==> src/common/tpu_pkg.sv <==
// constants, types and flag helpers for the timer flag and buffer logic
package tpu_pkg;
  localparam int          NCH        = 2;
  // register byte offsets
  localparam logic [7:0]  SC_OFS     = 8'h00;
  localparam logic [7:0]  CNTH_OFS   = 8'h04;
  localparam logic [7:0]  CNTL_OFS   = 8'h08;
  localparam logic [7:0]  MODH_OFS   = 8'h0C;
  localparam logic [7:0]  MODL_OFS   = 8'h10;
  localparam logic [7:0]  CH_BASE    = 8'h20;
  localparam logic [7:0]  CH_STRIDE  = 8'h10;
  localparam logic [7:0]  CSC_OFS    = 8'h00;
  localparam logic [7:0]  CVH_OFS    = 8'h04;
  localparam logic [7:0]  CVL_OFS    = 8'h08;
  // timer status/control fields
  localparam int          SC_FLAG    = 7;
  localparam int          SC_IE      = 6;
  localparam int          SC_CPWM    = 5;
  localparam int          SC_CLK_HI  = 4;
  localparam int          SC_CLK_LO  = 3;
  localparam int          SC_PS_HI   = 2;
  localparam int          SC_PS_LO   = 0;
  localparam logic [6:0]  SC_RST     = 7'h00;
  // channel status/control fields
  localparam int          CSC_FLAG   = 7;
  localparam int          CSC_IE     = 6;
  localparam int          CSC_MS_HI  = 5;
  localparam int          CSC_MS_LO  = 4;
  localparam int          CSC_EL_HI  = 3;
  localparam int          CSC_EL_LO  = 2;
  localparam logic [5:2]  CSC_RST    = 4'h0;
  // counter values
  localparam logic [15:0] CNT_ZERO   = 16'h0000;
  localparam logic [15:0] CNT_ONE    = 16'h0001;
  localparam logic [15:0] CNT_MAX    = 16'hFFFF;
  localparam logic [15:0] CNT_PRE    = 16'hFFFE;
  localparam logic [6:0]  PRE_ZERO   = 7'h00;

  typedef enum logic [1:0] {
    TPU_EDGE_OFF  = 2'b00,
    TPU_EDGE_RISE = 2'b01,
    TPU_EDGE_FALL = 2'b10,
    TPU_EDGE_BOTH = 2'b11
  } tpu_edge_t;

  typedef enum logic {
    TPU_UP   = 1'b0,
    TPU_DOWN = 1'b1
  } tpu_dir_t;

  // set wins over clear
  function automatic logic tpu_flag_nxt(input logic flag, input logic set, input logic clr);
    return set | (flag & ~clr);
  endfunction

  // arm on read-while-one, a write to the flag's own status register or a new event ends the sequence
  function automatic logic tpu_arm_nxt(input logic arm, input logic set, input logic rd_one,
                                       input logic wr);
    return ~set & (rd_one | (arm & ~wr));
  endfunction
endpackage

==> src/tpu_chan.sv <==
// one timer channel: event flag, value buffering and read coherency
`timescale 1ns/1ps
module tpu_chan (
  // clock and reset
  input  wire logic        mclk,
  input  wire logic        reset_n,
  // counter side
  input  wire logic [15:0] cnt,
  input  wire logic        tick,
  input  wire logic        load_pt,
  input  wire logic        clk_off,
  input  wire logic        cpwm,
  input  wire logic        halt,
  input  wire logic        cap_in,
  // register strobes
  input  wire logic        wr_csc,
  input  wire logic        wr_vh,
  input  wire logic        wr_vl,
  input  wire logic        rd_csc,
  input  wire logic        rd_vh,
  input  wire logic        rd_vl,
  input  wire logic [7:0]  wdata,
  // read data and request
  output logic      [7:0]  csc_q,
  output logic      [7:0]  vh_q,
  output logic      [7:0]  vl_q,
  output logic             irq_req
);
  logic        flag_ff;
  logic        arm_ff;
  logic [5:2]  ctl_ff;
  logic        ie_ff;
  logic        cap_d_ff;
  logic [15:0] val_ff;
  logic [15:0] buf_ff;
  logic        hi_w_ff;
  logic        lo_w_ff;
  logic        rl_v_ff;
  logic        rl_hi_ff;
  logic [7:0]  rl_ff;
  logic        capture;
  logic        compare;
  logic        cap_evt;
  logic        evt;
  logic        load;
  tpu_pkg::tpu_edge_t edge_sel;

  assign capture  = ~cpwm & (ctl_ff[5:4] == 2'b00);
  assign compare  = ~cpwm & (ctl_ff[5:4] == 2'b01);
  assign edge_sel = tpu_pkg::tpu_edge_t'(ctl_ff[3:2]);

  always_comb begin
    unique case (edge_sel)
      tpu_pkg::TPU_EDGE_OFF:  cap_evt = 1'b0;
      tpu_pkg::TPU_EDGE_RISE: cap_evt = cap_in & ~cap_d_ff;
      tpu_pkg::TPU_EDGE_FALL: cap_evt = ~cap_in & cap_d_ff;
      tpu_pkg::TPU_EDGE_BOTH: cap_evt = cap_in ^ cap_d_ff;
    endcase
  end

  // capture edge, compare or pwm match
  assign evt  = (capture & cap_evt) |
                (~capture & tick & (cnt == val_ff));
  assign load = hi_w_ff & lo_w_ff &
                (clk_off | (compare & tick) | (~compare & load_pt));

  always_ff @(posedge mclk or negedge reset_n) begin
    if (!reset_n) begin
      cap_d_ff <= 1'b0;
    end else begin
      cap_d_ff <= cap_in;
    end
  end

  // event flag with two-step clear
  always_ff @(posedge mclk or negedge reset_n) begin
    if (!reset_n) begin
      flag_ff <= 1'b0;
      arm_ff  <= 1'b0;
    end else begin
      flag_ff <= tpu_pkg::tpu_flag_nxt(flag_ff, evt,
        wr_csc & ~wdata[tpu_pkg::CSC_FLAG] & arm_ff);
      arm_ff  <= tpu_pkg::tpu_arm_nxt(arm_ff, evt, rd_csc & flag_ff, wr_csc);
    end
  end

  always_ff @(posedge mclk or negedge reset_n) begin
    if (!reset_n) begin
      ctl_ff <= tpu_pkg::CSC_RST;
      ie_ff  <= 1'b0;
    end else if (wr_csc) begin
      ctl_ff <= wdata[tpu_pkg::CSC_MS_HI:tpu_pkg::CSC_EL_LO];
      ie_ff  <= wdata[tpu_pkg::CSC_IE];
    end
  end

  // value write buffer
  always_ff @(posedge mclk or negedge reset_n) begin
    if (!reset_n) begin
      buf_ff  <= tpu_pkg::CNT_ZERO;
      hi_w_ff <= 1'b0;
      lo_w_ff <= 1'b0;
    end else if (wr_csc || capture) begin
      hi_w_ff <= 1'b0;
      lo_w_ff <= 1'b0;
    end else if (load) begin
      hi_w_ff <= 1'b0;
      lo_w_ff <= 1'b0;
    end else begin
      if (wr_vh) begin
        buf_ff[15:8] <= wdata;
        hi_w_ff      <= 1'b1;
      end
      if (wr_vl) begin
        buf_ff[7:0] <= wdata;
        lo_w_ff     <= 1'b1;
      end
    end
  end

  always_ff @(posedge mclk or negedge reset_n) begin
    if (!reset_n) begin
      val_ff <= tpu_pkg::CNT_ZERO;
    end else if (capture && cap_evt) begin
      val_ff <= cnt;
    end else if (!capture && load) begin
      val_ff <= buf_ff;
    end
  end

  // read coherency latch
  always_ff @(posedge mclk or negedge reset_n) begin
    if (!reset_n) begin
      rl_v_ff  <= 1'b0;
      rl_hi_ff <= 1'b0;
      rl_ff    <= 8'h00;
    end else if (wr_csc) begin
      rl_v_ff <= 1'b0;
    end else if (!halt) begin
      if (rd_vh) begin
        rl_v_ff  <= ~(rl_v_ff & rl_hi_ff);
        rl_hi_ff <= 1'b0;
        rl_ff    <= val_ff[7:0];
      end else if (rd_vl) begin
        rl_v_ff  <= ~(rl_v_ff & ~rl_hi_ff);
        rl_hi_ff <= 1'b1;
        rl_ff    <= val_ff[15:8];
      end
    end
  end

  assign vh_q    = (!halt && rl_v_ff && rl_hi_ff) ? rl_ff : val_ff[15:8];
  assign vl_q    = (!halt && rl_v_ff && !rl_hi_ff) ? rl_ff : val_ff[7:0];
  assign csc_q   = {flag_ff, ie_ff, ctl_ff, 2'b00};
  assign irq_req = flag_ff & ie_ff;
endmodule // tpu_chan

==> src/tpu_top.sv <==
// timer counter, overflow flag, bus slave and channel instances
//
// The address map and the Avalon-MM interface to the registers are this design's own decisions.
`timescale 1ns/1ps
module tpu_top (
  // clock and reset
  input  wire logic                     mclk,
  input  wire logic                     reset_n,
  // avalon-mm slave
  input  wire logic [7:0]               avs_address,
  input  wire logic                     avs_read,
  input  wire logic                     avs_write,
  input  wire logic [31:0]              avs_writedata,
  input  wire logic [3:0]               avs_byteenable,
  output logic      [31:0]              avs_readdata,
  output logic                          avs_waitrequest,
  // debug and capture pins
  input  wire logic                     debug_halt,
  input  wire logic [tpu_pkg::NCH-1:0]  chan_pin,
  // interrupt request
  output logic                          irq
);
  logic                    ack_ff;
  logic [31:0]             rdata_ff;
  logic                    rd;
  logic                    wr;
  logic [7:0]              wd;
  logic                    wr_sc;
  logic                    wr_cnt;
  logic                    wr_mh;
  logic                    wr_ml;
  logic                    rd_sc;
  logic                    rd_ch;
  logic                    rd_cl;
  logic [tpu_pkg::NCH-1:0] pin_s1_ff;
  logic [tpu_pkg::NCH-1:0] pin_s2_ff;
  logic [6:0]              ctl_ff;
  logic                    tof_ff;
  logic                    tof_arm_ff;
  logic                    tof_evt;
  logic [6:0]              pre_ff;
  logic [15:0]             cnt_ff;
  logic [15:0]             nxt_cnt;
  tpu_pkg::tpu_dir_t       dir_ff;
  tpu_pkg::tpu_dir_t       nxt_dir;
  logic [15:0]             mod_ff;
  logic [15:0]             mbuf_ff;
  logic                    mh_w_ff;
  logic                    ml_w_ff;
  logic                    rl_v_ff;
  logic                    rl_hi_ff;
  logic [7:0]              rl_ff;
  logic                    clk_off;
  logic                    cpwm;
  logic                    tick;
  logic                    load_pt;
  logic [15:0]             term;
  logic [6:0]              pmask;
  logic [7:0]              cnth_q;
  logic [7:0]              cntl_q;
  logic [7:0]              rbyte;
  logic [tpu_pkg::NCH-1:0] ch_irq;
  logic [7:0]              ch_csc  [tpu_pkg::NCH];
  logic [7:0]              ch_vh   [tpu_pkg::NCH];
  logic [7:0]              ch_vl   [tpu_pkg::NCH];
  logic [tpu_pkg::NCH-1:0] wr_csc;
  logic [tpu_pkg::NCH-1:0] wr_vh;
  logic [tpu_pkg::NCH-1:0] wr_vl;
  logic [tpu_pkg::NCH-1:0] rd_csc;
  logic [tpu_pkg::NCH-1:0] rd_vh;
  logic [tpu_pkg::NCH-1:0] rd_vl;

  function automatic logic [7:0] ch_adr(input int idx, input logic [7:0] ofs);
    logic [7:0] base;
    base = tpu_pkg::CH_BASE + 8'(idx) * tpu_pkg::CH_STRIDE;
    return base + ofs;
  endfunction

  function automatic logic [6:0] ps_mask(input logic [2:0] ps);
    return 7'((8'h01 << ps) - 8'h01);
  endfunction

  // bus handshake: one wait state, action at the first edge
  assign avs_waitrequest = (avs_read | avs_write) & ~ack_ff;
  assign avs_readdata    = rdata_ff;
  assign rd              = avs_read & ~ack_ff;
  assign wr              = avs_write & ~avs_read & ~ack_ff & avs_byteenable[0];
  assign wd              = avs_writedata[7:0];
  assign wr_sc           = wr & (avs_address == tpu_pkg::SC_OFS);
  assign wr_cnt          = wr & ((avs_address == tpu_pkg::CNTH_OFS) |
                                 (avs_address == tpu_pkg::CNTL_OFS));
  assign wr_mh           = wr & (avs_address == tpu_pkg::MODH_OFS);
  assign wr_ml           = wr & (avs_address == tpu_pkg::MODL_OFS);
  assign rd_sc           = rd & (avs_address == tpu_pkg::SC_OFS);
  assign rd_ch           = rd & (avs_address == tpu_pkg::CNTH_OFS);
  assign rd_cl           = rd & (avs_address == tpu_pkg::CNTL_OFS);

  always_ff @(posedge mclk or negedge reset_n) begin
    if (!reset_n) begin
      ack_ff <= 1'b0;
    end else begin
      ack_ff <= (avs_read | avs_write) & ~ack_ff;
    end
  end

  // capture pin synchronisers
  always_ff @(posedge mclk or negedge reset_n) begin
    if (!reset_n) begin
      pin_s1_ff <= '0;
      pin_s2_ff <= '0;
    end else begin
      pin_s1_ff <= chan_pin;
      pin_s2_ff <= pin_s1_ff;
    end
  end

  // timer status/control
  always_ff @(posedge mclk or negedge reset_n) begin
    if (!reset_n) begin
      ctl_ff <= tpu_pkg::SC_RST;
    end else if (wr_sc) begin
      ctl_ff <= wd[tpu_pkg::SC_IE:tpu_pkg::SC_PS_LO];
    end
  end

  assign clk_off = (ctl_ff[tpu_pkg::SC_CLK_HI:tpu_pkg::SC_CLK_LO] == 2'b00);
  assign cpwm    = ctl_ff[tpu_pkg::SC_CPWM];
  assign pmask   = ps_mask(ctl_ff[tpu_pkg::SC_PS_HI:tpu_pkg::SC_PS_LO]);
  assign tick    = ~clk_off & ~debug_halt & ((pre_ff & pmask) == pmask);
  assign term    = (mod_ff == tpu_pkg::CNT_ZERO) ? tpu_pkg::CNT_MAX : mod_ff;
  assign load_pt = tick & (~cpwm | (dir_ff == tpu_pkg::TPU_UP)) &
                   (cnt_ff == ((mod_ff == tpu_pkg::CNT_ZERO) ?
                               tpu_pkg::CNT_PRE : mod_ff - tpu_pkg::CNT_ONE));

  // prescaler
  always_ff @(posedge mclk or negedge reset_n) begin
    if (!reset_n) begin
      pre_ff <= tpu_pkg::PRE_ZERO;
    end else if (wr_cnt || tick) begin
      pre_ff <= tpu_pkg::PRE_ZERO;
    end else if (!clk_off && !debug_halt) begin
      pre_ff <= pre_ff + 7'h01;
    end
  end

  // counter next value and overflow event
  always_comb begin
    nxt_cnt = cnt_ff;
    nxt_dir = dir_ff;
    tof_evt = 1'b0;
    if (wr_cnt) begin
      nxt_cnt = tpu_pkg::CNT_ZERO;
      nxt_dir = tpu_pkg::TPU_UP;
    end else if (tick && cpwm) begin
      unique case (dir_ff)
        tpu_pkg::TPU_UP: begin
          if (cnt_ff == mod_ff) begin
            nxt_cnt = cnt_ff - tpu_pkg::CNT_ONE;
            nxt_dir = tpu_pkg::TPU_DOWN;
            tof_evt = 1'b1;
          end else begin
            nxt_cnt = cnt_ff + tpu_pkg::CNT_ONE;
          end
        end
        tpu_pkg::TPU_DOWN: begin
          if (cnt_ff == tpu_pkg::CNT_ZERO) begin
            nxt_cnt = tpu_pkg::CNT_ONE;
            nxt_dir = tpu_pkg::TPU_UP;
          end else begin
            nxt_cnt = cnt_ff - tpu_pkg::CNT_ONE;
          end
        end
      endcase
    end else if (tick) begin
      nxt_dir = tpu_pkg::TPU_UP;
      if (cnt_ff == term) begin
        nxt_cnt = tpu_pkg::CNT_ZERO;
        tof_evt = 1'b1;
      end else begin
        nxt_cnt = cnt_ff + tpu_pkg::CNT_ONE;
      end
    end
  end

  always_ff @(posedge mclk or negedge reset_n) begin
    if (!reset_n) begin
      cnt_ff <= tpu_pkg::CNT_ZERO;
      dir_ff <= tpu_pkg::TPU_UP;
    end else begin
      cnt_ff <= nxt_cnt;
      dir_ff <= nxt_dir;
    end
  end

  // overflow flag with two-step clear
  always_ff @(posedge mclk or negedge reset_n) begin
    if (!reset_n) begin
      tof_ff     <= 1'b0;
      tof_arm_ff <= 1'b0;
    end else begin
      tof_ff     <= tpu_pkg::tpu_flag_nxt(tof_ff, tof_evt,
        wr_sc & ~wd[tpu_pkg::SC_FLAG] & tof_arm_ff);
      tof_arm_ff <= tpu_pkg::tpu_arm_nxt(tof_arm_ff, tof_evt, rd_sc & tof_ff, wr_sc);
    end
  end

  // modulo write buffer
  always_ff @(posedge mclk or negedge reset_n) begin
    if (!reset_n) begin
      mod_ff  <= tpu_pkg::CNT_ZERO;
      mbuf_ff <= tpu_pkg::CNT_ZERO;
      mh_w_ff <= 1'b0;
      ml_w_ff <= 1'b0;
    end else if (wr_sc) begin
      mh_w_ff <= 1'b0;
      ml_w_ff <= 1'b0;
    end else if (mh_w_ff && ml_w_ff && (clk_off || tick)) begin
      mod_ff  <= mbuf_ff;
      mh_w_ff <= 1'b0;
      ml_w_ff <= 1'b0;
    end else begin
      if (wr_mh) begin
        mbuf_ff[15:8] <= wd;
        mh_w_ff       <= 1'b1;
      end
      if (wr_ml) begin
        mbuf_ff[7:0] <= wd;
        ml_w_ff      <= 1'b1;
      end
    end
  end

  // counter read coherency latch
  always_ff @(posedge mclk or negedge reset_n) begin
    if (!reset_n) begin
      rl_v_ff  <= 1'b0;
      rl_hi_ff <= 1'b0;
      rl_ff    <= 8'h00;
    end else if (wr_sc || wr_cnt) begin
      rl_v_ff <= 1'b0;
    end else if (!debug_halt) begin
      if (rd_ch) begin
        rl_v_ff  <= ~(rl_v_ff & rl_hi_ff);
        rl_hi_ff <= 1'b0;
        rl_ff    <= cnt_ff[7:0];
      end else if (rd_cl) begin
        rl_v_ff  <= ~(rl_v_ff & ~rl_hi_ff);
        rl_hi_ff <= 1'b1;
        rl_ff    <= cnt_ff[15:8];
      end
    end
  end

  assign cnth_q = (!debug_halt && rl_v_ff && rl_hi_ff) ? rl_ff : cnt_ff[15:8];
  assign cntl_q = (!debug_halt && rl_v_ff && !rl_hi_ff) ? rl_ff : cnt_ff[7:0];

  // channels
  for (genvar i = 0; i < tpu_pkg::NCH; i++) begin : g_ch
    assign wr_csc[i] = wr & (avs_address == ch_adr(i, tpu_pkg::CSC_OFS));
    assign wr_vh[i]  = wr & (avs_address == ch_adr(i, tpu_pkg::CVH_OFS));
    assign wr_vl[i]  = wr & (avs_address == ch_adr(i, tpu_pkg::CVL_OFS));
    assign rd_csc[i] = rd & (avs_address == ch_adr(i, tpu_pkg::CSC_OFS));
    assign rd_vh[i]  = rd & (avs_address == ch_adr(i, tpu_pkg::CVH_OFS));
    assign rd_vl[i]  = rd & (avs_address == ch_adr(i, tpu_pkg::CVL_OFS));

    tpu_chan u_chan (
      .mclk    (mclk),
      .reset_n (reset_n),
      .cnt     (cnt_ff),
      .tick    (tick),
      .load_pt (load_pt),
      .clk_off (clk_off),
      .cpwm    (cpwm),
      .halt    (debug_halt),
      .cap_in  (pin_s2_ff[i]),
      .wr_csc  (wr_csc[i]),
      .wr_vh   (wr_vh[i]),
      .wr_vl   (wr_vl[i]),
      .rd_csc  (rd_csc[i]),
      .rd_vh   (rd_vh[i]),
      .rd_vl   (rd_vl[i]),
      .wdata   (wd),
      .csc_q   (ch_csc[i]),
      .vh_q    (ch_vh[i]),
      .vl_q    (ch_vl[i]),
      .irq_req (ch_irq[i])
    );
  end

  // read mux, unmapped reads as zero
  always_comb begin
    rbyte = 8'h00;
    unique case (avs_address)
      tpu_pkg::SC_OFS:   rbyte = {tof_ff, ctl_ff};
      tpu_pkg::CNTH_OFS: rbyte = cnth_q;
      tpu_pkg::CNTL_OFS: rbyte = cntl_q;
      tpu_pkg::MODH_OFS: rbyte = mod_ff[15:8];
      tpu_pkg::MODL_OFS: rbyte = mod_ff[7:0];
      default:           rbyte = 8'h00;
    endcase
    for (int k = 0; k < tpu_pkg::NCH; k++) begin
      if (avs_address == ch_adr(k, tpu_pkg::CSC_OFS)) begin
        rbyte = ch_csc[k];
      end
      if (avs_address == ch_adr(k, tpu_pkg::CVH_OFS)) begin
        rbyte = ch_vh[k];
      end
      if (avs_address == ch_adr(k, tpu_pkg::CVL_OFS)) begin
        rbyte = ch_vl[k];
      end
    end
  end

  always_ff @(posedge mclk or negedge reset_n) begin
    if (!reset_n) begin
      rdata_ff <= 32'h0000_0000;
    end else if (rd) begin
      rdata_ff <= {24'h00_0000, rbyte};
    end
  end

  assign irq = (tof_ff & ctl_ff[tpu_pkg::SC_IE]) | (|ch_irq);
endmodule // tpu_top

==> config.mk <==
export PLATFORM = sky130hd
export DESIGN_NAME = tpu_top
export DESIGN_NICKNAME = d
export VERILOG_FILES = /design/src/common/tpu_pkg.sv /design/src/tpu_chan.sv /design/src/tpu_top.sv
export SDC_FILE = /design/constraint.sdc
export NUM_CORES = 1
export LEC_CHECK = 0
export BUFFER_PORTS_ARGS = -buffer_cell sky130_fd_sc_hd__buf_2
export CORE_UTILIZATION = 44
export DETAILED_ROUTE_END_ITERATION = 12
export GPL_TIMING_DRIVEN = 1
export PLACE_DENSITY_LB_ADDON = 0.3
export SETUP_SLACK_MARGIN = 0.5
export SYNTH_ARGS = -nofsm -noshare
export SYNTH_HDL_FRONTEND = slang
export SYNTH_SLANG_ARGS = --single-unit
==> constraint.sdc <==
create_clock -name mclk -period 4.6 [get_ports mclk]
set_input_delay 0.23 -clock mclk [delete_from_list [all_inputs] [get_ports mclk]]
set_output_delay 0.23 -clock mclk [all_outputs]
set_load 0.05 [all_outputs]
==> reports/metrics.csv, run 1 <==
metric;value;unit
total power;0.003747;W
Final Max Slew Viols;0;
worst reg2reg setup slack;0.68;ns
Worst slew margin;14.28;%
Async SR Flop Fraction;100.0;%
GR peak layer;met2;
Final Skew;0.02465;ns
Syn-to-layout area delta;10.04;%
Nets;1311;
Max VDD drop;217.5;µV
#FFs+latches synth;194;
R2R cell count;10;
Core ar.;26880;µm²
total die area;28040;µm²
RD Place Congestion;0.9548;
fin crit share;85.22;%
die span in x;167.4;µm
synthesized area per cell;9.760;µm²
worst-path cell chain;inv_1, ha_1, nor3b_1, nand4_4, and4_1, or4_1, nor4_4, nand4b_4, nand4_4, mux2_1;
Clk Latency, worst-skew pair;0.46;ns
WHS;0.05879;ns
register area share after synthesis;40.31;%
M2 GR Usage;41.88;%
Pleak;6.114;nW
CP Capture Type;register;
GRT overflow;0;
routing usage on met3;3.782;%
1st-pass router iterations;8;
synth warn;0;
I/O pins;85;
Design Area, Final;13250;µm²
min Tclk post-route;3.920;ns
Worst path max stage delay;0.60;ns
met1 GRT Util;38.14;%
largest net degree at the start of global routing;114;
final wirelength;37190;µm
Cell variety after synth;67;
crit path max-delay cell type;nor4_4;
DR vias;10050;
Iteration-0 DRC Markers;1112;
launch point of the worst hold path;avs_write;
I/O Buffers;33;
Fin. Hold Viols;0;
Placement Cell Area;12560;µm²
Crit Path Max Fanout;10;
CP required;4.92;ns
Longest Clk Path Bufs;2;
Most Frequent Cell on Critical Path;nand4_4;
GR Util All Layers;27.05;%
reg-to-reg endpoint;g_ch[1].u_chan.buf_ff[8]$_DFFE_PN0P_;
Site Rows;60;
clock slew at reported path FFs;0.09;ns
Resized cells post-CTS;0;
arrival time at the worst endpoint;4.24;ns
Sink Count;194;
run status;finished, final reports clean;
Mapped Area;12040;µm²
Min-Delay Path Class;in -> reg;
clk root buf;clkbuf_16;
vias in the first global route;9531;
Hold EP;ack_ff$_DFF_PN0_;
Cells after DPL;1569;
Slew @ Worst Pin;1.277;ns
CTS tree;built;
die height;167.4;µm
top_reg_cell synth;dfrtp_1;
initial antenna violation count;0;
Post-synth EDFFs;0;
first-pass GRT wire length;57570;µm
wire per inst;23.17;µm
ratio of cells with drive above 1 in the final layout;19.32;%
PwrDens;282.7;nW/µm²
unrepaired setup endpoints after global routing;no;
reg-to-reg startpoint;mod_ff[0]$_DFFE_PN0P_;
CP Launch Type;register;
antenna-violating nets left;0;
crit path kind;reg -> reg;
post-DP HPWL;25640;µm
Non-Filler Instances;1605;
post-DR vias/cell;6.259;
Mapped Cells;1234;
Max Cap Violations;0;
CTS buffer count;17;
drt drc;0;
initial core utilization;44.81;%
Finish-stage setup viols;0;
CTS HTree Levels;4;
fmax;255.1;MHz
cell count of the worst hold path;3;
Final TNS setup;0;ns
-- final cells by class --
class,instances,area [µm²]
Antenna cell,1,2.502
Multi-Input combinational cell,936,6723
Inverter,32,120.1
Sequential cell,194,4855
Clock inverter,15,236.5
Timing Repair Buffer,69,464.2
Tap cell,341,426.7
Clock buffer,17,425.4
Fill cell,2497,13620
-- power breakdown --
group	switching [W]	internal, W	leakage (nW)	total (W)
Clock	0.000869	0.000788	0.319	0.00166
Combinational	0.000231	0.0000845	3.20	0.000316
Sequential	0.0000400	0.00173	2.60	0.00177
-- worst max path at each step --
stage	start	endpoint	slack [ns]	cells past startpoint
floorplan	ctl_ff[2]$_DFFE_PN0P_	g_ch[1].u_chan.buf_ff[12]$_DFFE_PN0P_	1.02	12
global placement	mod_ff[0]$_DFFE_PN0P_	g_ch[1].u_chan.buf_ff[13]$_DFFE_PN0P_	0.76	10
detailed placement	mod_ff[0]$_DFFE_PN0P_	g_ch[1].u_chan.buf_ff[10]$_DFFE_PN0P_	0.74	10
CTS	mod_ff[0]$_DFFE_PN0P_	g_ch[1].u_chan.buf_ff[8]$_DFFE_PN0P_	0.71	10
global route	ctl_ff[2]$_DFFE_PN0P_	mbuf_ff[4]$_DFFE_PN0P_	0.50	11
finish	mod_ff[0]$_DFFE_PN0P_	g_ch[1].u_chan.buf_ff[8]$_DFFE_PN0P_	0.68	10
-- repair_timing --
action	CTS	global route
endpoints found under the setup margin	0	0
hold buffers	3	0
buffers inserted	0	0
hold endpoints to repair	83	0
-- cells by family (layout without fill, tap and decap cells) --
logic type               after synthesis  in the layout  synth area share, %
AND/OR/NAND/NOR                      378            378                17.03
AO/OA/AOI/OAI                        253            253                13.39
multiplexers                         209            209                18.87
flip-flops                           194            194                40.31
buffers and inverters                127            133                4.831
XOR/XNOR                              62             62                4.509
adder cells (fa/ha/maj)               10             10                1.039
other                                  1             25              0.03114
-- stage by stage --
stage	util, %	setup WS, ns
2_1_floorplan	-	1.015
3_3_place_gp	46.73	0.7620
3_5_place_dp	46.73	0.7422
4_1_cts	49.30	0.7141
5_1_grt	49.30	0.5020
6_report	49.31	0.6800
-- layout by cell type (no fill, tap or decap), drive strengths merged, types with 12 or more instances in the layout --
master,count
a21oi,58
a31oi,12
buf,65
clkbuf,18
conb,24
dfrtp,194
inv,43
mux2,144
mux2i,65
nand2,125
nand2b,25
nand3,30
nand4,24
nor2,66
nor2b,12
nor3,18
nor4,18
o21ai,80
xnor2,47
xor2,15
-- routing by layer --
layer,part of all wire (%),vias up,routed length [µm]
met5,0,-,0
met3,8.0,112,2973
met4,3.7,0,1379
met2,45,521,16740
li1,-,4487,-
met1,43,4926,16090
-- critical path, delay by kind of cell (launching register included) --
kind | cells | cell delay [ns]
mux | 1 | 0.34
buf+inv | 1 | 0.16
flops | 1 | 0.50
simple gates | 7 | 2.51
fa+ha+maj | 1 | 0.26
-- flip-flops by register name, summed over array words and instances (netlist names), 7 cells and up --
signal,cells
ctl_ff,7
pre_ff,7
rl_ff,8
mbuf_ff,16
g_ch.u_chan.ctl_ff,8
g_ch.u_chan.rl_ff,16
g_ch.u_chan.val_ff,32
mod_ff,16
g_ch.u_chan.buf_ff,32
cnt_ff,16
avs_readdata,8
-- cell usage after synthesis (all sizes together), types with 4 or more instances --
master	instances	share of area, %
a31oi	12	0.62
o211ai	7	0.44
a221oi	8	0.58
o21ai	80	3.3
nor3	18	0.75
xor2	15	1.1
xnor2	47	3.4
nor2b	12	0.62
inv	31	0.97
or2	6	0.31
o31ai	5	0.39
nor3b	6	0.37
or3	7	0.36
nor4b	7	0.51
nand2	125	3.9
nand3	30	1.3
buf	39	2.1
ha	10	1.0
nand3b	8	0.50
o221ai	4	0.29
o2bb2ai	7	0.51
a2111oi	6	0.44
a211oi	9	0.56
nand2b	25	1.3
a32oi	5	0.36
nor4	18	1.3
nand4	24	1.9
o22ai	10	0.52
o22a	5	0.36
mux2i	65	5.4
and4	4	0.29
a22oi	7	0.44
dfrtp	194	40
or4	7	0.44
and2	8	0.42
clkbuf	56	1.7
o2111ai	9	0.65
nor2	66	2.1
mux2	144	13
a21oi	58	2.4
Note: power is estimated with default switching activity, not from simulation.
==> inputs of run 2 (changes only) <==
Clock period 4.6 ns to 3.6 ns, I/O delays scaled along.
==> reports/metrics.csv, run 2 (same netlist as run 1, synthesis figures left out) <==
metric;value;unit;change
run status;finished, final reports clean;;
fmax;288.5;MHz;+13%
Design Area, Final;14330;µm²;+8.1%
DR vias;10320;;+2.8%
Worst path max stage delay;0.57;ns;-0.03 ns
first-pass GRT wire length;59390;µm;+3.2%
PwrDens;320.8;nW/µm²;+13%
Fin. Hold Viols;0;;unchanged
initial antenna violation count;0;;unchanged
CP Capture Type;register;;
Worst slew margin;20.85;%;+6.6 points
Final Max Slew Viols;0;;unchanged
Int Power;0.003263;W;+25%
Nets;1403;;+7.0%
CP required;3.93;ns;-0.99 ns
CTS HTree Levels;4;;unchanged
fin crit share;96.28;%;+11 points
drt drc;0;;unchanged
delay-heaviest family, CP;simple AND/OR/NAND/NOR gates;;
final wirelength;38820;µm;+4.4%
Worst Slack Setup Final;0.1337;ns;-0.5463 ns
Buf/Inv on CP;1;;unchanged
register area;4858;µm²;about the same
Clock Power Share;41.5;%;-2.7 points
NetSw;0.001334;W;+17%
Logic pwr share;9.5;%;+1.1 points
Sink Count;194;;unchanged
commonest cells after routing, fill and taps aside;dfrtp_1 (191), nand2_1 (124), mux2_2 (112), buf_4 (106), o21ai_0 (73);;
Syn-to-layout area delta;18.99;%;
fillers;2373;;-5.0%
Placement Cell Area;13070;µm²;+4.0%
RD Place Congestion;0.9490;;-0.61%
arrival time at the worst endpoint;3.79;ns;-0.45 ns
largest net degree at the start of global routing;92;;-19%
crit path max-delay cell type;dfrtp_1;;
post-DR vias/cell;6.087;;-2.7%
Iteration-0 DRC Markers;934;;-16%
wire per inst;22.89;µm;-1.2%
min Tclk post-route;3.466;ns;-0.4537 ns
CTS buffer count;17;;unchanged
Crit Path Max Fanout;7;;-3
WHS;0.05515;ns;-0.003642 ns
ratio of cells with drive above 1 in the final layout;28.78;%;+9.5 points
GR Util All Layers;27.96;%;+0.91 points
footprint of the multi-input gates;7166;µm²;+6.6%
die span in x;167.4;µm;unchanged
Max Cap Violations;0;;unchanged
worst-path cell chain;nor4_4, nand4_4, and4_1, or4_1, nor4_4, buf_6, nand4b_4, nand4_4, mux2_4;;
clk root buf;clkbuf_16;;
Min-Delay Path Class;in -> reg;;
sw frac;29.01;%;-1.4 points
I/O pins;85;;unchanged
GRT overflow;0;;unchanged
Core ar.;26880;µm²;unchanged
CTS tree;built;;
Final TNS setup;0;ns;unchanged
Slew @ Worst Pin;1.181;ns;-0.09630 ns
sequential share of power;49.0;%;+1.7 points
pre-CTS worst setup slack;0.1278;ns;-0.6144 ns
Max VDD drop;282.0;µV;+30%
die height;167.4;µm;unchanged
post-DP HPWL;26560;µm;+3.6%
clock slew at reported path FFs;0.08;ns;about the same
unrepaired setup endpoints after global routing;yes;;
total power;0.004597;W;+23%
Final Skew;0.02341;ns;-0.001238 ns
Finish-stage setup viols;0;;unchanged
Top Registers;g_ch.u_chan.buf_ff x32, g_ch.u_chan.val_ff x32;;
I/O Buffers;33;;unchanged
Site Rows;60;;unchanged
Longest Clk Path Bufs;2;;unchanged
n_diodes;0;;-1
vias in the first global route;9929;;+4.2%
crit path kind;reg -> reg;;
Clk Latency, worst-skew pair;0.46;ns;about the same
total die area;28040;µm²;unchanged
1st-pass router iterations;5;;-3
CP Launch Type;register;;
Pleak;6.682;nW;+9.3%
initial core utilization;44.81;%;unchanged
antenna-violating nets left;0;;unchanged
commonest non-fill, non-tap cell in the layout;dfrtp_1;;
## run 2: cell types whose count changed in the layout (fill, tap and decap cells not counted), moves of 7 or more
| cell | delta |
|---|---|
| mux2_1 | -22 |
| mux2_2 | -9 |
| buf_6 | +10 |
| mux2_4 | +31 |
| buf_4 | +74 |
| inv_12 | -7 |
## run 2: timing repair
item                                   CTS  global route
setup endpoints to repair              102           100
setup buffers                            9            17
hold buffers                             4             0
gates resized for setup                 48            36
endpoints found under the hold margin   90             0
cloned                                   6             1
pin swaps                               16            11
## run 2: path summary, 6_finish.rpt
path / from / end / slack [ns] / cells past startpoint
worst max-delay path: mod_ff[5]$_DFFE_PN0P_ / g_ch[1].u_chan.buf_ff[4]$_DFFE_PN0P_ / 0.13 / 9
max in group asynchronous: reset_n / g_ch[1].u_chan.rl_ff[4]$_DFFE_PN0P_ / 2.28 / 3
min in group asynchronous: reset_n / mod_ff[10]$_DFFE_PN0P_ / 0.36 / 2
worst min register to register: pin_s1_ff[0]$_DFF_PN0_ / pin_s2_ff[0]$_DFF_PN0_ / 0.35 / 0
worst min-delay path: avs_read / ack_ff$_DFF_PN0_ / 0.06 / 3
worst max register to register: mod_ff[5]$_DFFE_PN0P_ / g_ch[1].u_chan.buf_ff[4]$_DFFE_PN0P_ / 0.13 / 9
## run 2: layout make-up
cell class              count  share of cell area, %
flip-flops and latches    194                  33.90
multi-input cells         940                  50.00
inverters                  32                 0.8381
repair buffers            157                  8.320
clock inverters            13                 0.9429
clock buffers              19                  3.021
well taps                 341                  2.977
## run 2: power groups by stage
stage	Clock [W]	Combinational, W	Sequential, W
detailed placement	0	0.000419	0.00229
floorplan	0	0.000235	0.00233
global placement	0	0.000415	0.00229
finish	0.00191	0.000436	0.00225
CTS	0.00192	0.000430	0.00225
global route	0.00201	0.000467	0.00226
## run 2: stage by stage
step / utilization [%] / std cells
2_1_floorplan: - / 1257
3_3_place_gp: 48.62 / 1627
3_5_place_dp: 48.62 / 1627
4_1_cts: 52.11 / 1678
5_1_grt: 53.32 / 1696
6_report: 53.32 / 1696
## run 2: metal layers
layer / GRT usage (%) / wire length (µm)
met4: 10.81 / 1344
met5: 0 / 0
met2: 45.07 / 18340
met1: 37.03 / 16370
met3: 5.507 / 2775
## run 2: worst register-to-register path, stage by stage, from the launching register on
cell      delay [ns]
dfrtp_1         0.57
nor4_4          0.44
nand4_4         0.19
and4_1          0.21
or4_1           0.57
nor4_4          0.37
buf_6           0.18
nand4b_4        0.22
nand4_4         0.27
mux2_4          0.32
==> inputs of run 3 (changes only) <==
Settings changed: MAX_ROUTING_LAYER set to met4, PLACE_DENSITY set to 0.62, PLACE_DENSITY_LB_ADDON 0.3 to unset.
==> reports/metrics.csv, run 3 (same netlist as run 1, synthesis figures left out) <==
metric;value;unit;change
run status;finished, final reports clean;;
initial core utilization;44.81;%;unchanged
Core ar.;26880;µm²;unchanged
Slew @ Worst Pin;1.153;ns;-0.02799 ns
first-pass GRT wire length;58460;µm;-1.6%
clk root buf;clkbuf_16;;
PwrDens;324.1;nW/µm²;+1.0%
Max VDD drop;309.6;µV;+9.8%
total power;0.004626;W;+0.62%
Crit Path Max Fanout;6;;-1
GR Util All Layers;28.35;%;+0.39 points
RD Place Congestion;0.9450;;-0.42%
Nets;1391;;-0.86%
Final Max Slew Viols;0;;unchanged
CP required;3.92;ns;about the same
register area;4855;µm²;about the same
Fin. Hold Viols;0;;unchanged
worst-path cell chain;or3_4, ha_4, nor2b_4, nand2_2, o2111ai_4, nor4b_4, nand4_1, nor4_4, buf_6, nand4b_4, nand4_4, mux2_4;;
fillers;2409;;+1.5%
commonest non-fill, non-tap cell in the layout;dfrtp_1;;
DR vias;10180;;-1.4%
post-DR vias/cell;6.049;;-0.62%
fmax;300.9;MHz;+4.3%
total die area;28040;µm²;unchanged
Clk Latency, worst-skew pair;0.45;ns;about the same
I/O Buffers;33;;unchanged
Min-Delay Path Class;in -> reg;;
Site Rows;60;;unchanged
Pleak;6.686;nW;about the same
Worst Setup SP;ctl_ff[0]$_DFFE_PN0P_;;
Placement Cell Area;13080;µm²;+0.13%
wire per inst;22.76;µm;-0.59%
Final TNS setup;0;ns;unchanged
Top Registers;g_ch.u_chan.buf_ff x32, g_ch.u_chan.val_ff x32;;
Longest Clk Path Bufs;2;;unchanged
commonest cells after routing, fill and taps aside;dfrtp_1 (194), nand2_1 (122), mux2_2 (99), buf_4 (93), o21ai_0 (73);;
vias in the first global route;9741;;-1.9%
final wirelength;38300;µm;-1.4%
die span in x;167.4;µm;unchanged
min Tclk post-route;3.324;ns;-0.1425 ns
CTS buffer count;17;;unchanged
Design Area, Final;14270;µm²;-0.40%
Finish-stage setup viols;0;;unchanged
footprint of the multi-input gates;7117;µm²;-0.68%
CTS HTree Levels;4;;unchanged
Sink Count;194;;unchanged
Final Skew;0.01567;ns;-0.007740 ns
arrival time at the worst endpoint;3.65;ns;-0.14 ns
antenna-violating nets left;0;;unchanged
Buf/Inv on CP;1;;unchanged
CP Capture Type;register;;
initial antenna violation count;0;;unchanged
launch point of the worst hold path;avs_read;;
post-DP HPWL;26490;µm;-0.26%
Worst path max stage delay;0.40;ns;-0.17 ns
delay-heaviest family, CP;simple AND/OR/NAND/NOR gates;;
drt drc;0;;unchanged
Iteration-0 DRC Markers;1085;;+16%
crit path kind;reg -> reg;;
clock slew at reported path FFs;0.08;ns;about the same
largest net degree at the start of global routing;98;;+6.5%
unrepaired setup endpoints after global routing;yes;;
fin crit share;92.33;%;-4.0 points
CTS tree;built;;
Syn-to-layout area delta;18.51;%;
CP Launch Type;register;;
Max Cap Violations;0;;unchanged
n_diodes;0;;unchanged
die height;167.4;µm;unchanged
I/O pins;85;;unchanged
crit path max-delay cell type;or3_4;;
ratio of cells with drive above 1 in the final layout;27.20;%;-1.6 points
1st-pass router iterations;8;;+3
GRT overflow;0;;unchanged
Worst slew margin;22.62;%;+1.8 points
reg-to-reg startpoint;ctl_ff[0]$_DFFE_PN0P_;;
run 3: cell count changes in the layout (fill, tap and decap cells not counted), sizes merged:
cell,delta
buf,-11
bufinv,+1
clkinv,+1
clkinvlp,+1
inv,-3
nand4,-2
run 3: final cells by class:
type | count | area share [%]
multi-input cells | 938 | 49.86
inverters | 32 | 0.8415
flip-flops and latches | 194 | 34.01
clock inverters | 13 | 1.034
clock buffers | 18 | 3.077
well taps | 341 | 2.989
repair buffers | 147 | 8.187
run 3: layer usage:
layer	wire length, µm	vias to the layer above	global-route usage [%]	part of all wire [%]
met1	16470	5086	36.96	43
met4	1151	0	9.134	3.0
met5	0	-	-	0
met3	2192	67	3.403	5.7
li1	-	4650	-	-
met2	18490	378	45.94	48
run 3: timing repair:
item / 4_1_cts / 5_1_grt
gates cloned: 2 / 4
gates resized for setup: 36 / 48
endpoints found under the hold margin: 64 / 0
hold buffers: 4 / 0
pin swaps: 12 / 16
endpoints found under the setup margin: 100 / 103
setup buffers: 6 / 10
run 3: power breakdown:
part           switching, W  internal [W]
Combinational      0.000307      0.000119
Sequential        0.0000403       0.00222
Clock              0.000945      0.000999
Total               0.00129       0.00333
run 3: metrics by stage:
step / worst slack [ns] / hold slack [ns] / util, % / std cells
final: 0.2763 / 0.05394 / 53.11 / 1683
after global routing: 0.1410 / 0.09455 / 53.11 / 1683
after CTS: 0.3456 / 0.04042 / 51.93 / 1669
after detailed placement: 0.2381 / 0.2314 / 48.68 / 1626
after global placement: 0.2144 / 0.2261 / 48.68 / 1626
after floorplan: 0.2802 / -0.1156 / - / 1257
run 3: tightest hold or removal path, stage by stage:
cell and delay, ns:
buf_2 0.12, nor2_1 0.10, nor2_1 0.05
run 3: final timing paths:
check                                                  endpoint  slack [ns]  cells past startpoint
min                                            ack_ff$_DFF_PN0_        0.05                      3
max                        g_ch[0].u_chan.buf_ff[7]$_DFFE_PN0P_        0.28                     12
max in group asynchronous                 mod_ff[4]$_DFFE_PN0P_        2.30                      3
min in group asynchronous                cnt_ff[15]$_DFFE_PN0P_        0.29                      2
max reg2reg                g_ch[0].u_chan.buf_ff[7]$_DFFE_PN0P_        0.28                     12
min reg2reg                              pin_s2_ff[0]$_DFF_PN0_        0.35                      0
